===== src/verilog/kps_pkg.sv =====
package kps_pkg;

	// -------------------------------------------------------------
	// Timing
	// -------------------------------------------------------------
	localparam int unsigned CLK_HZ        = 10_000_000;
	localparam int unsigned KCLK_HZ       = 1000;
	localparam int unsigned KCLK_HALF_CYC = CLK_HZ / (2 * KCLK_HZ);
	localparam logic [3:0]  SETTLE_TICKS  = 4'h4;

	// -------------------------------------------------------------
	// Widths
	// -------------------------------------------------------------
	localparam int COL_W = 5;
	localparam int ROW_W = 6;
	localparam int DAT_W = 32;
	localparam int ADR_W = 5;

	// -------------------------------------------------------------
	// Register offsets (byte addresses)
	// -------------------------------------------------------------
	localparam logic [ADR_W-1:0] OFS_CTRL = 5'h00;
	localparam logic [ADR_W-1:0] OFS_COL  = 5'h04;
	localparam logic [ADR_W-1:0] OFS_ROW  = 5'h08;
	localparam logic [ADR_W-1:0] OFS_CFG  = 5'h0c;
	localparam logic [ADR_W-1:0] OFS_EVT  = 5'h10;
	localparam logic [ADR_W-1:0] OFS_MSK  = 5'h14;

	// -------------------------------------------------------------
	// Field positions
	// -------------------------------------------------------------
	localparam int BIT_CLKLVL    = 3;
	localparam int BIT_HWSCAN    = 2;
	localparam int BIT_KEY_FLAG  = 1;
	localparam int BIT_IRQEN     = 0;
	localparam int BIT_KCLK_EN   = 0;
	localparam int BIT_EVT_PRESS = 0;
	localparam int BIT_EVT_REL   = 1;
	localparam int EVT_W         = 2;

	// -------------------------------------------------------------
	// Reset values
	// -------------------------------------------------------------
	localparam logic             RST_HWSCAN  = 1'b0;
	localparam logic             RST_IRQEN   = 1'b0;
	localparam logic             RST_KCLK_EN = 1'b1;
	localparam logic [COL_W-1:0] RST_COL     = 5'h1f;
	localparam logic [ROW_W-1:0] RST_ROW     = 6'h3f;
	localparam logic [EVT_W-1:0] RST_EVT     = 2'h0;

	typedef enum logic [1:0] {ST_IDLE, ST_SCAN, ST_HOLD, ST_SETTLE}
		kps_scan_e;

	function automatic logic kps_all_high(input logic [ROW_W-1:0] r);
		return &r;
	endfunction

	// One column low, the others high
	function automatic logic [COL_W-1:0] kps_col_drive(
		input logic [2:0] idx);
		logic [COL_W-1:0] v;
		v = ~(COL_W'(1) << idx);
		return v;
	endfunction

endpackage


===== src/verilog/kps_top.sv =====
// Overview of operation
// - Status bit bit 3 reads the present keypad clock level.
// - Hardware scan enable set: columns are stepped automatically.
// - Hardware scan enable clear: bypass, no scanning, firmware drives.
// - Hardware mode: valid key sets detect flag and captures column, row.
// - Bypass: row falling edge after all rows high sets flag.
// - Reading the control/status register clears the detect flag.
// - Bypass edge detection works with keypad clock disabled.
// - Interrupt raised only while detect interrupt enable is set.
// - Detect flag sets regardless of interrupt enable.
// - Hardware mode: capture registers change only on a valid key.
// - Bypass: columns driven from column register, last value kept.
module kps_top
	import kps_pkg::*;
#(
	parameter int unsigned KCLK_HALF = KCLK_HALF_CYC
)(
	// Clock, reset, enable
	input  wire logic             clk_i,
	input  wire logic             rst_i,
	input  wire logic             ce_i,
	// Wishbone slave
	input  wire logic             wb_cyc_i,
	input  wire logic             wb_stb_i,
	input  wire logic             wb_we_i,
	input  wire logic [ADR_W-1:0] wb_adr_i,
	input  wire logic [3:0]       wb_sel_i,
	input  wire logic [DAT_W-1:0] wb_dat_i,
	output logic      [DAT_W-1:0] wb_dat_o,
	output logic                  wb_ack_o,
	// Keypad matrix
	input  wire logic [ROW_W-1:0] row_i,
	output logic      [COL_W-1:0] col_o,
	// Interrupt
	output logic                  irq_o
);

	// -------------------------------------------------------------
	// Signals
	// -------------------------------------------------------------
	logic [ROW_W-1:0] row_s;
	logic [ROW_W-1:0] row_prev;
	logic             hardware_scan_enable;
	logic             key_detect_irq_enable;
	logic             key_detect_flag;
	logic             keypad_clock_level;
	logic             kclk_en;
	logic [15:0]      kclk_cnt;
	logic             kclk_tick;
	logic [COL_W-1:0] column_capture_register;
	logic [ROW_W-1:0] row_capture_register;
	logic [EVT_W-1:0] evt_stat;
	logic [EVT_W-1:0] evt_mask;
	kps_scan_e        state;
	logic [2:0]       col_idx;
	logic [3:0]       settle_cnt;
	logic             cap_fire;
	logic             rel_fire;
	logic             byp_edge;
	logic             wb_take;
	logic             wr_en;
	logic             rd_ctrl;
	logic             rd_evt;
	logic [7:0]       next_rdata;
	logic             next_irq;
	logic [COL_W-1:0] next_col;

	kps_rowsync u_rowsync (
		.clk_i     (clk_i),
		.rst_i     (rst_i),
		.ce_i      (ce_i),
		.row_pin_i (row_i),
		.row_o     (row_s)
	);

	// -------------------------------------------------------------
	// Bus decode
	// -------------------------------------------------------------
	assign wb_take = wb_cyc_i && wb_stb_i && !wb_ack_o;
	assign wr_en   = wb_take && wb_we_i && wb_sel_i[0];
	assign rd_ctrl = wb_take && !wb_we_i && (wb_adr_i == OFS_CTRL);
	assign rd_evt  = wb_take && !wb_we_i && (wb_adr_i == OFS_EVT);

	always_comb begin
		next_rdata = 8'h00;
		case (wb_adr_i)
			OFS_CTRL: begin
				next_rdata[BIT_CLKLVL] = keypad_clock_level;
				next_rdata[BIT_HWSCAN] = hardware_scan_enable;
				next_rdata[BIT_KEY_FLAG] = key_detect_flag;
				next_rdata[BIT_IRQEN]  = key_detect_irq_enable;
			end
			OFS_COL: next_rdata[COL_W-1:0] = column_capture_register;
			// Bypass reads the live rows so firmware can scan
			OFS_ROW: next_rdata[ROW_W-1:0] = hardware_scan_enable ?
				row_capture_register : row_s;
			OFS_CFG: next_rdata[BIT_KCLK_EN] = kclk_en;
			OFS_EVT: next_rdata[EVT_W-1:0] = evt_stat;
			OFS_MSK: next_rdata[EVT_W-1:0] = evt_mask;
			default: next_rdata = 8'h00;
		endcase
	end

	// Unmapped addresses still answer, with zero data
	always_ff @(posedge clk_i) begin
		if (rst_i) begin
			wb_ack_o <= 1'b0;
			wb_dat_o <= '0;
		end else if (ce_i) begin
			wb_ack_o <= wb_take;
			if (wb_take && !wb_we_i) begin
				wb_dat_o <= {24'h000000, next_rdata};
			end
		end
	end

	// -------------------------------------------------------------
	// Control bits
	// -------------------------------------------------------------
	// Only bits 2 and 0 are stored; bits 7..4 have no storage
	always_ff @(posedge clk_i) begin
		if (rst_i) begin
			hardware_scan_enable  <= RST_HWSCAN;
			key_detect_irq_enable <= RST_IRQEN;
			kclk_en               <= RST_KCLK_EN;
			evt_mask              <= RST_EVT;
		end else if (ce_i && wr_en) begin
			case (wb_adr_i)
				OFS_CTRL: begin
					hardware_scan_enable  <= wb_dat_i[BIT_HWSCAN];
					key_detect_irq_enable <= wb_dat_i[BIT_IRQEN];
				end
				OFS_CFG: kclk_en  <= wb_dat_i[BIT_KCLK_EN];
				OFS_MSK: evt_mask <= wb_dat_i[EVT_W-1:0];
				default: ;
			endcase
		end
	end

	// -------------------------------------------------------------
	// Keypad interface clock
	// -------------------------------------------------------------
	assign kclk_tick = kclk_en && !keypad_clock_level &&
		(kclk_cnt == 16'(KCLK_HALF - 1));

	always_ff @(posedge clk_i) begin
		if (rst_i) begin
			kclk_cnt           <= 16'h0000;
			keypad_clock_level <= 1'b0;
		end else if (ce_i && kclk_en) begin
			if (kclk_cnt == 16'(KCLK_HALF - 1)) begin
				kclk_cnt           <= 16'h0000;
				keypad_clock_level <= !keypad_clock_level;
			end else begin
				kclk_cnt <= 16'(kclk_cnt + 16'h0001);
			end
		end
	end

	// -------------------------------------------------------------
	// Automatic scanner
	// -------------------------------------------------------------
	// Scanning pauses, not aborts, while the keypad clock is stopped
	assign cap_fire = (state == ST_SCAN) && kclk_tick &&
		!kps_all_high(row_s);
	assign rel_fire = (state == ST_HOLD) && kclk_tick &&
		kps_all_high(row_s);

	always_ff @(posedge clk_i) begin
		if (rst_i) begin
			state      <= ST_IDLE;
			col_idx    <= 3'h0;
			settle_cnt <= 4'h0;
		end else if (ce_i) begin
			if (!hardware_scan_enable) begin
				state <= ST_IDLE;
			end else if (kclk_tick) begin
				case (state)
					ST_IDLE: begin
						if (!kps_all_high(row_s)) begin
							state   <= ST_SCAN;
							col_idx <= 3'h0;
						end
					end
					ST_SCAN: begin
						if (!kps_all_high(row_s)) begin
							state <= ST_HOLD;
						end else if (col_idx == 3'(COL_W - 1)) begin
							state <= ST_IDLE;
						end else begin
							col_idx <= 3'(col_idx + 3'h1);
						end
					end
					ST_HOLD: begin
						if (kps_all_high(row_s)) begin
							state      <= ST_SETTLE;
							settle_cnt <= 4'h0;
						end
					end
					ST_SETTLE: begin
						// A bounce restarts the settle time
						if (!kps_all_high(row_s)) begin
							settle_cnt <= 4'h0;
						end else if (settle_cnt == SETTLE_TICKS - 4'h1) begin
							state <= ST_IDLE;
						end else begin
							settle_cnt <= 4'(settle_cnt + 4'h1);
						end
					end
					default: state <= ST_IDLE;
				endcase
			end
		end
	end

	// -------------------------------------------------------------
	// Capture registers
	// -------------------------------------------------------------
	always_ff @(posedge clk_i) begin
		if (rst_i) begin
			column_capture_register <= RST_COL;
			row_capture_register    <= RST_ROW;
		end else if (ce_i) begin
			if (hardware_scan_enable) begin
				if (cap_fire) begin
					column_capture_register <= kps_col_drive(col_idx);
					row_capture_register    <= row_s;
				end
			end else if (wr_en && wb_adr_i == OFS_COL) begin
				column_capture_register <= wb_dat_i[COL_W-1:0];
			end
		end
	end

	always_comb begin
		case (state)
			ST_SCAN: next_col = kps_col_drive(col_idx);
			default: next_col = {COL_W{1'b0}};
		endcase
		if (!hardware_scan_enable) begin
			next_col = column_capture_register;
		end
	end

	always_ff @(posedge clk_i) begin
		if (rst_i) begin
			col_o <= RST_COL;
		end else if (ce_i) begin
			col_o <= next_col;
		end
	end

	// -------------------------------------------------------------
	// Key detect and events
	// -------------------------------------------------------------
	// Core clock only, so bypass detect survives a stopped keypad clock
	assign byp_edge = !hardware_scan_enable && kps_all_high(row_prev) &&
		!kps_all_high(row_s);

	always_ff @(posedge clk_i) begin
		if (rst_i) begin
			row_prev <= RST_ROW;
		end else if (ce_i) begin
			row_prev <= row_s;
		end
	end

	// Set wins over the read clear
	always_ff @(posedge clk_i) begin
		if (rst_i) begin
			key_detect_flag <= 1'b0;
		end else if (ce_i) begin
			if (cap_fire || byp_edge) begin
				key_detect_flag <= 1'b1;
			end else if (rd_ctrl) begin
				key_detect_flag <= 1'b0;
			end
		end
	end

	always_ff @(posedge clk_i) begin
		if (rst_i) begin
			evt_stat <= RST_EVT;
		end else if (ce_i) begin
			for (int i = 0; i < EVT_W; i++) begin
				if ((i == BIT_EVT_PRESS) ? (cap_fire || byp_edge) :
					rel_fire) begin
					evt_stat[i] <= 1'b1;
				end else if (rd_evt) begin
					evt_stat[i] <= 1'b0;
				end
			end
		end
	end

	assign next_irq = key_detect_irq_enable &&
		(key_detect_flag || |(evt_stat & evt_mask));

	always_ff @(posedge clk_i) begin
		if (rst_i) begin
			irq_o <= 1'b0;
		end else if (ce_i) begin
			irq_o <= next_irq;
		end
	end
endmodule


===== src/verilog/kps_rowsync.sv =====
module kps_rowsync
	import kps_pkg::*;
(
	// Clock and reset
	input  wire logic             clk_i,
	input  wire logic             rst_i,
	input  wire logic             ce_i,
	// Pins and result
	input  wire logic [ROW_W-1:0] row_pin_i,
	output logic      [ROW_W-1:0] row_o
);

	logic [ROW_W-1:0] ff1;
	logic [ROW_W-1:0] ff2;
	logic [ROW_W-1:0] ff3;

	always_ff @(posedge clk_i) begin
		if (rst_i) begin
			ff1 <= RST_ROW;
			ff2 <= RST_ROW;
			ff3 <= RST_ROW;
		end else if (ce_i) begin
			ff1 <= row_pin_i;
			ff2 <= ff1;
			ff3 <= ff2;
		end
	end

	// A bit moves only once the last two stages agree
	always_ff @(posedge clk_i) begin
		if (rst_i) begin
			row_o <= RST_ROW;
		end else if (ce_i) begin
			for (int i = 0; i < ROW_W; i++) begin
				if (ff2[i] == ff3[i]) begin
					row_o[i] <= ff3[i];
				end
			end
		end
	end

endmodule


===== config.mk =====
export PLATFORM = sky130hd
export DESIGN_NAME = kps_top
export DESIGN_NICKNAME = d
export VERILOG_FILES = /design/src/verilog/kps_pkg.sv /design/src/verilog/kps_top.sv /design/src/verilog/kps_rowsync.sv
export SDC_FILE = /design/constraint.sdc
export NUM_CORES = 1
export LEC_CHECK = 0
export ABC_AREA = 1
export BUFFER_PORTS_ARGS = -buffer_cell sky130_fd_sc_hd__buf_2
export CAP_MARGIN = 10
export CORE_ASPECT_RATIO = 1.5
export CORE_MARGIN = 10
export CORE_UTILIZATION = 35
export DETAILED_ROUTE_END_ITERATION = 8
export PLACE_DENSITY_LB_ADDON = 0.15
export SYNTH_ARGS = -nofsm -noshare
export SYNTH_HDL_FRONTEND = slang
export SYNTH_SLANG_ARGS = --single-unit

===== constraint.sdc =====
create_clock -name clk_i -period 1.46 [get_ports clk_i]
set_input_delay 0.146 -clock clk_i [delete_from_list [all_inputs] [get_ports clk_i]]
set_output_delay 0.146 -clock clk_i [all_outputs]
set_load 0.01 [all_outputs]

Word level (Yosys, flattened, before mapping):

Index checks and enable logic that the tools add are counted.

* register bits after elaboration: 88
* bits of input ports: 53
* output and inout port bits: 39
* logic and storage cells: 153

* $add $sub $neg: 3
* equality and inequality tests: 29
* shift-type cells: 1
* multiplexer cells: 34
* bitwise gates (word level): 2
* reduce and logical (&&, ||, !) cells: 56

Operators by type and width (count)
* 2-bit AND reduction: 14
* 5-bit two-way mux: 5
* 1-bit logical AND: 19
* 6-bit AND reduction: 3
* 16-bit by 1-bit adder with 16-bit output, second input constant: 1
* 16-bit by 13-bit == test with 1-bit output, second input constant: 1
* 16-bit two-way mux: 1
* 2-bit two-way mux: 8
* 7-bit AND reduction: 2
* 4-bit two-way mux: 3
* 3-bit inequality test, second input constant: 4
* 2-bit nonzero test: 6
* 5-bit by 4-bit == test with 1-bit output, second input constant: 2
* 5-bit == test, second input constant: 2
* 3-bit two-way mux: 3
* 2-bit by 1-bit inequality test with 1-bit output, second input constant: 4
* 2-bit one-hot mux with 4 select lines: 1
* 4-bit one-hot mux with 2 select lines: 1
* 1-bit == test: 6
* 1-bit two-way mux: 6
* 6-bit two-way mux: 1
* 1-bit one-hot mux with 6 select lines: 1
* 2-bit one-hot mux with 3 select lines: 1
* 3-bit one-hot mux with 2 select lines: 1
* other kinds (21): 29

Longest topological paths before layout:

* depth after elaboration: 8
* mapped depth: 12
* mapped depth without buffers: 12

By module:

From an unflattened synthesis, not the netlist that was laid out.

* cells, all modules: 655
* area, all modules: 4551.9 um2

Modules (own cells, without submodules)
* kps_top: instances 1, cells an instance 527, area each 3606.0 um2, seq. area each 1281.2 um2
* kps_rowsync: instances 1, cells an instance 128, area each 945.9 um2, seq. area each 480.5 um2

Worst setup path after synthesis:

OpenSTA, ideal clock, no wires.

* path kind: reg2reg
* start: register kclk_cnt[0]
* end: register row_capture_register[1]
* setup time: 0.139 ns
* arrival time: 1.411 ns
* required time: 1.321 ns
* setup slack: -0.090 ns
* cell stages (with the launch flop): 12
* path buffers: 1
* clock period less this slack: 1.550 ns
* cell sequence: dfxtp_1 ha_1 nand2_1 inv_1 nand2_1 nor2_2 nand3_4 nor2_4 nand2_4 buf_6 nand2_2 o211ai_2

* cells in the longest elaborated chain, start to end: 5

RTL lines
* start, declared: line kps_top.sv:48 `logic [15:0] kclk_cnt;`
* start signal, assigned: line kps_top.sv:155 `kclk_cnt <= 16'(kclk_cnt + 16'h0001);`
* 16-bit by 13-bit == test with 1-bit output: line kps_top.sv:144 `(kclk_cnt == 16'(KCLK_HALF - 1));`
* 1-bit logical AND: line kps_top.sv:143 `assign kclk_tick = kclk_en && !keypad_clock_level &&`
* 1-bit logical AND (2 in series): line kps_top.sv:164 `assign cap_fire = (state == ST_SCAN) && kclk_tick &&`
* 3-bit AND reduction (no source line)
* end signal, assigned: line kps_top.sv:227 `row_capture_register <= row_s;`
* end, declared: line kps_top.sv:51 `logic [ROW_W-1:0] row_capture_register;`

Every way passes these cells.
A chain may end at the register's enable or synchronous reset.

Worst setup path in the final report:

* start: register kclk_cnt[1]
* end: register row_capture_register[0]

The elaborated chain is that of the path after synthesis.

==> flow_metrics.py <==
metrics = {
    "outcome": {
        "status": "finished with violations",
        "violations": "setup timing",
    },
    "worst_hold_path": {
        "hold_path.class": "in -> reg",
        "hold_path_end": "u_rowsync.ff1[5]$_SDFFE_PP1P_",
        "holdPathStages": 3,
        "worstHoldStart": "row_i[5]",
    },
    "route": {
        "drt_wl_total_um": 12500,
        "wl_per_cell_um": 14.2,
        "drc": 0,
        "final_antenna_net_count": 0,
        "viasPerCell": 4.89,
        "drt-pass1-iter-count": 4,
        "vias": 4290,
        "drtIter0Drc": 164,
    },
    "layout": {
        "antennaDiodeCount": 0,
        "stdcell_area_um2": 5830,
        "areaGrowthSynthToFinish_pct": 31.7,
        "finalNonFillerCells": 878,
        "drive_above_1_share_pct": 29.6,
        "fill_cells": 1263,
        "fin_util_pct": 46.9,
        "layout.nets": 777,
    },
    "clocking": {
        "ctsHtreeMaxLevel": 3,
        "cts_tree": "done",
        "clock-sinks": 88,
        "clk_pin_slew_ns": 0.06,
        "postCtsHoldBufs": 0,
        "cts_root_buf": "clkbuf_16",
        "clk_path_buf_depth": 2,
        "clock_latency_ns": 0.35,
        "cts-buffers-inserted": 9,
    },
    "power": {
        "p_int_mw": 4.08,
        "power_switching_mw": 1.35,
        "powerDensity_nw_per_um2": 931,
        "ir_worst_vdd_uv": 571,
        "p_leak_nw": 2.61,
        "seqPwrFrac_pct": 46.1,
        "pwr-share-clk_pct": 45.0,
        "finalPower_mw": 5.43,
        "p_sw_share_pct": 24.9,
        "power_frac_comb_pct": 8.9,
    },
    "timing": {
        "post-route-period-util_pct": 106,
        "fin_skew_ns": 0.0111,
        "fmax_mhz": 648,
        "slew_violations": 0,
        "fin_hold_ws_ns": 0.00820,
        "min_period_ns": 1.54,
        "grt_setup_unrepaired": "true",
        "hold_viol_final": 0,
        "fin_ws_ns": -0.0841,
        "setup_viol": 23,
    },
    "run": {
        "drv_cap": 0,
    },
    "yosys": {
        "yosysWarnings": 0,
        "ys_ff_latch": 88,
        "synthDistinctLibCells": 38,
        "synth_top_cell_area_share_pct": 39.8,
        "yosysTopAreaCell": "dfxtp_1",
        "ys_seq_area_share_pct": 39.8,
        "synth_area_um2": 4430,
        "syn_area_per_cell_um2": 7.07,
        "synth.area.top_cells": "dfxtp_1 (40%), nand2_1 (14%), nand3_1 (6.8%)",
        "synth_cells": 627,
    },
    "global_routing": {
        "grt_pass1_wl_um": 20400,
        "grtUsageTotal_pct": 14.1,
        "grt_start_max_net_pins": 56,
        "antenna_found_initial": 0,
        "grt_pass1_vias": 4387,
        "grt.overflow.total": 0,
    },
    "floorplan": {
        "die_area_um2": 17700,
        "pin_count": 92,
        "start_util_pct": 35.6,
        "row_count": 50,
        "die_h_um": 158,
        "core-area_um2": 12400,
        "die_w_um": 112,
    },
    "setup_path": {
        "path_buf_inv": 2,
        "crit_arrival_ns": 1.77,
        "critPathTopFamily": "simple AND/OR/NAND/NOR gates",
        "cp_max_fo": 8,
        "r2r_cells": 11,
        "cp_slowest_stage_delay_ns": 0.36,
        "crit_chain": "ha_4 > nand2_4 > inv_2 > nand2_2 > nor2_4 > nand3_4 > nor2_4 > buf_12 > nand2_8 > nand2_2 > o211ai_2",
        "worst_path_max_delay_cell": "dfxtp_4",
        "r2r-end": "row_capture_register[0]$_SDFFE_PP1P_",
        "critPathLaunchType": "flop",
        "critical_path_class": "reg -> reg",
        "rr_startpoint": "kclk_cnt[1]$_SDFFE_PP0P_",
        "critPathRequiredTime_ns": 1.68,
        "rrSetupSlack_ns": -0.08,
        "end_kind": "flop",
    },
    "placement": {
        "placed_cell_area_um2": 5040,
        "io_buffer_count": 35,
        "post-place-cells": 849,
        "gp_congestion": 0.848,
        "hpwl_um": 9230,
    },
}
[worst max-delay path by stage]
stage                                  start                                       to  slack [ns]  depth (start not counted)
global route        kclk_cnt[1]$_SDFFE_PP0P_                  col_idx[1]$_SDFFE_PP0P_       -0.21                         11
detailed placement  kclk_cnt[1]$_SDFFE_PP0P_  column_capture_register[0]$_SDFFE_PP1P_       -0.14                         11
CTS                 kclk_cnt[1]$_SDFFE_PP0P_                  col_idx[1]$_SDFFE_PP0P_       -0.09                         11
floorplan           kclk_cnt[1]$_SDFFE_PP0P_     row_capture_register[1]$_SDFFE_PP1P_       -0.02                         11
finish              kclk_cnt[1]$_SDFFE_PP0P_     row_capture_register[0]$_SDFFE_PP1P_       -0.08                         11
global placement    kclk_cnt[1]$_SDFFE_PP0P_  column_capture_register[4]$_SDFFE_PP1P_       -0.12                         11
[cells in the final DEF, fill, tap and decap left out, types with 9 or more instances in the layout]
cell,netlist,layout
a21oi_1,30,27
buf_2,2,35
buf_4,26,55
clkbuf_16,0,9
conb_1,1,26
dfxtp_1,88,84
inv_1,48,42
inv_2,8,11
nand2_1,160,146
nand2_2,9,14
nand2_4,2,9
nand3_1,60,44
nand3_2,0,11
nor2_1,65,57
nor2_4,5,9
o211ai_1,13,13
o21ai_0,34,32
[through the flow]
| stage | setup slack [ns] | setup TNS [ns] |
|---|---|---|
| 3_3_place_gp | -0.115 | -1.84 |
| 2_1_floorplan | -0.0211 | -0.0972 |
| 6_report | -0.0841 | -1.21 |
| 4_1_cts | -0.0865 | -1.05 |
| 3_5_place_dp | -0.143 | -2.22 |
| 5_1_grt | -0.206 | -4.87 |
[final cells by class]
cell class / instances / area [µm²] / area share [%]
multi-input cells: 463 / 2630 / 45.2
flip-flops and latches: 88 / 1770 / 30.3
repair buffers: 97 / 693 / 11.9
clock buffers: 11 / 253 / 4.33
inverters: 58 / 226 / 3.88
well taps: 156 / 195 / 3.35
clock inverters: 5 / 62.6 / 1.07
[flip-flops by register name, indices dropped and copies added (netlist names), 6 cells and up]
signal,cells
row_capture_register,6
wb_dat_o,6
u_rowsync.ff2,6
u_rowsync.ff3,6
u_rowsync.ff1,6
row_prev,6
kclk_cnt,16
u_rowsync.row_o,6
[routing by layer]
layer	part of all wire (%)	routed length [µm]	track usage [%]	vias to the layer above
met5	0	0	0	-
met4	2.9	364	6.94	0
met3	3.0	374	2.27	24
met2	56	7030	27.7	74
met1	38	4700	13.9	2008
li1	-	-	-	2184
[power by group through the flow]
| stage | Sequential [mW] | Combinational [mW] | Clock, mW |
|---|---|---|---|
| finish | 2.51 | 0.482 | 2.44 |
| global route | 2.51 | 0.547 | 2.59 |
| CTS | 2.51 | 0.458 | 2.49 |
| detailed placement | 2.56 | 0.448 | 0 |
| global placement | 2.56 | 0.441 | 0 |
| floorplan | 2.56 | 0.309 | 0 |
[cell usage after synthesis]
master	number
o211ai_1	13
nor2_2	3
buf_2	2
inv_2	8
buf_4	26
nor3_1	11
nand4_1	8
o211ai_2	5
nand2_2	9
buf_1	4
o21ai_1	1
o21a_1	1
conb_1	1
nor4_2	1
nand2_1	160
nor4_1	2
a21oi_1	30
o21ai_0	34
nor2_4	5
nor2_1	65
or2_2	2
clkinv_2	1
o2111ai_1	1
xnor2_1	1
nand2_4	2
ha_1	7
buf_6	1
a221oi_1	5
clkbuf_1	12
xor2_1	2
nor3_2	2
a211oi_1	3
dfxtp_1	88
inv_1	48
nand3_1	60
inv_4	1
nand3_4	1
a31oi_1	1
[tightest hold or removal path, delay by kind of cell]
kind	cells	cell delay, ns
buf+inv	1	0.07
simple gates	2	0.10
[cells by family (layout without fill, tap and decap cells)]
family,Yosys count,after routing,synth area share [%]
compound gates,94,94,13.0
flops,88,88,39.8
xor+xnor,3,3,0.593
other cells,1,26,0.0846
simple gates,331,333,33.4
fa+ha+maj,7,7,1.98
buf+inv,103,171,11.2
[repair_timing]
action	in CTS	in global routing
gates resized for setup	34	53
gates cloned	2	0
setup endpoints to repair	30	41
pin swaps	15	13
buffers inserted	3	8
Power figures use the tool's default switching activity.
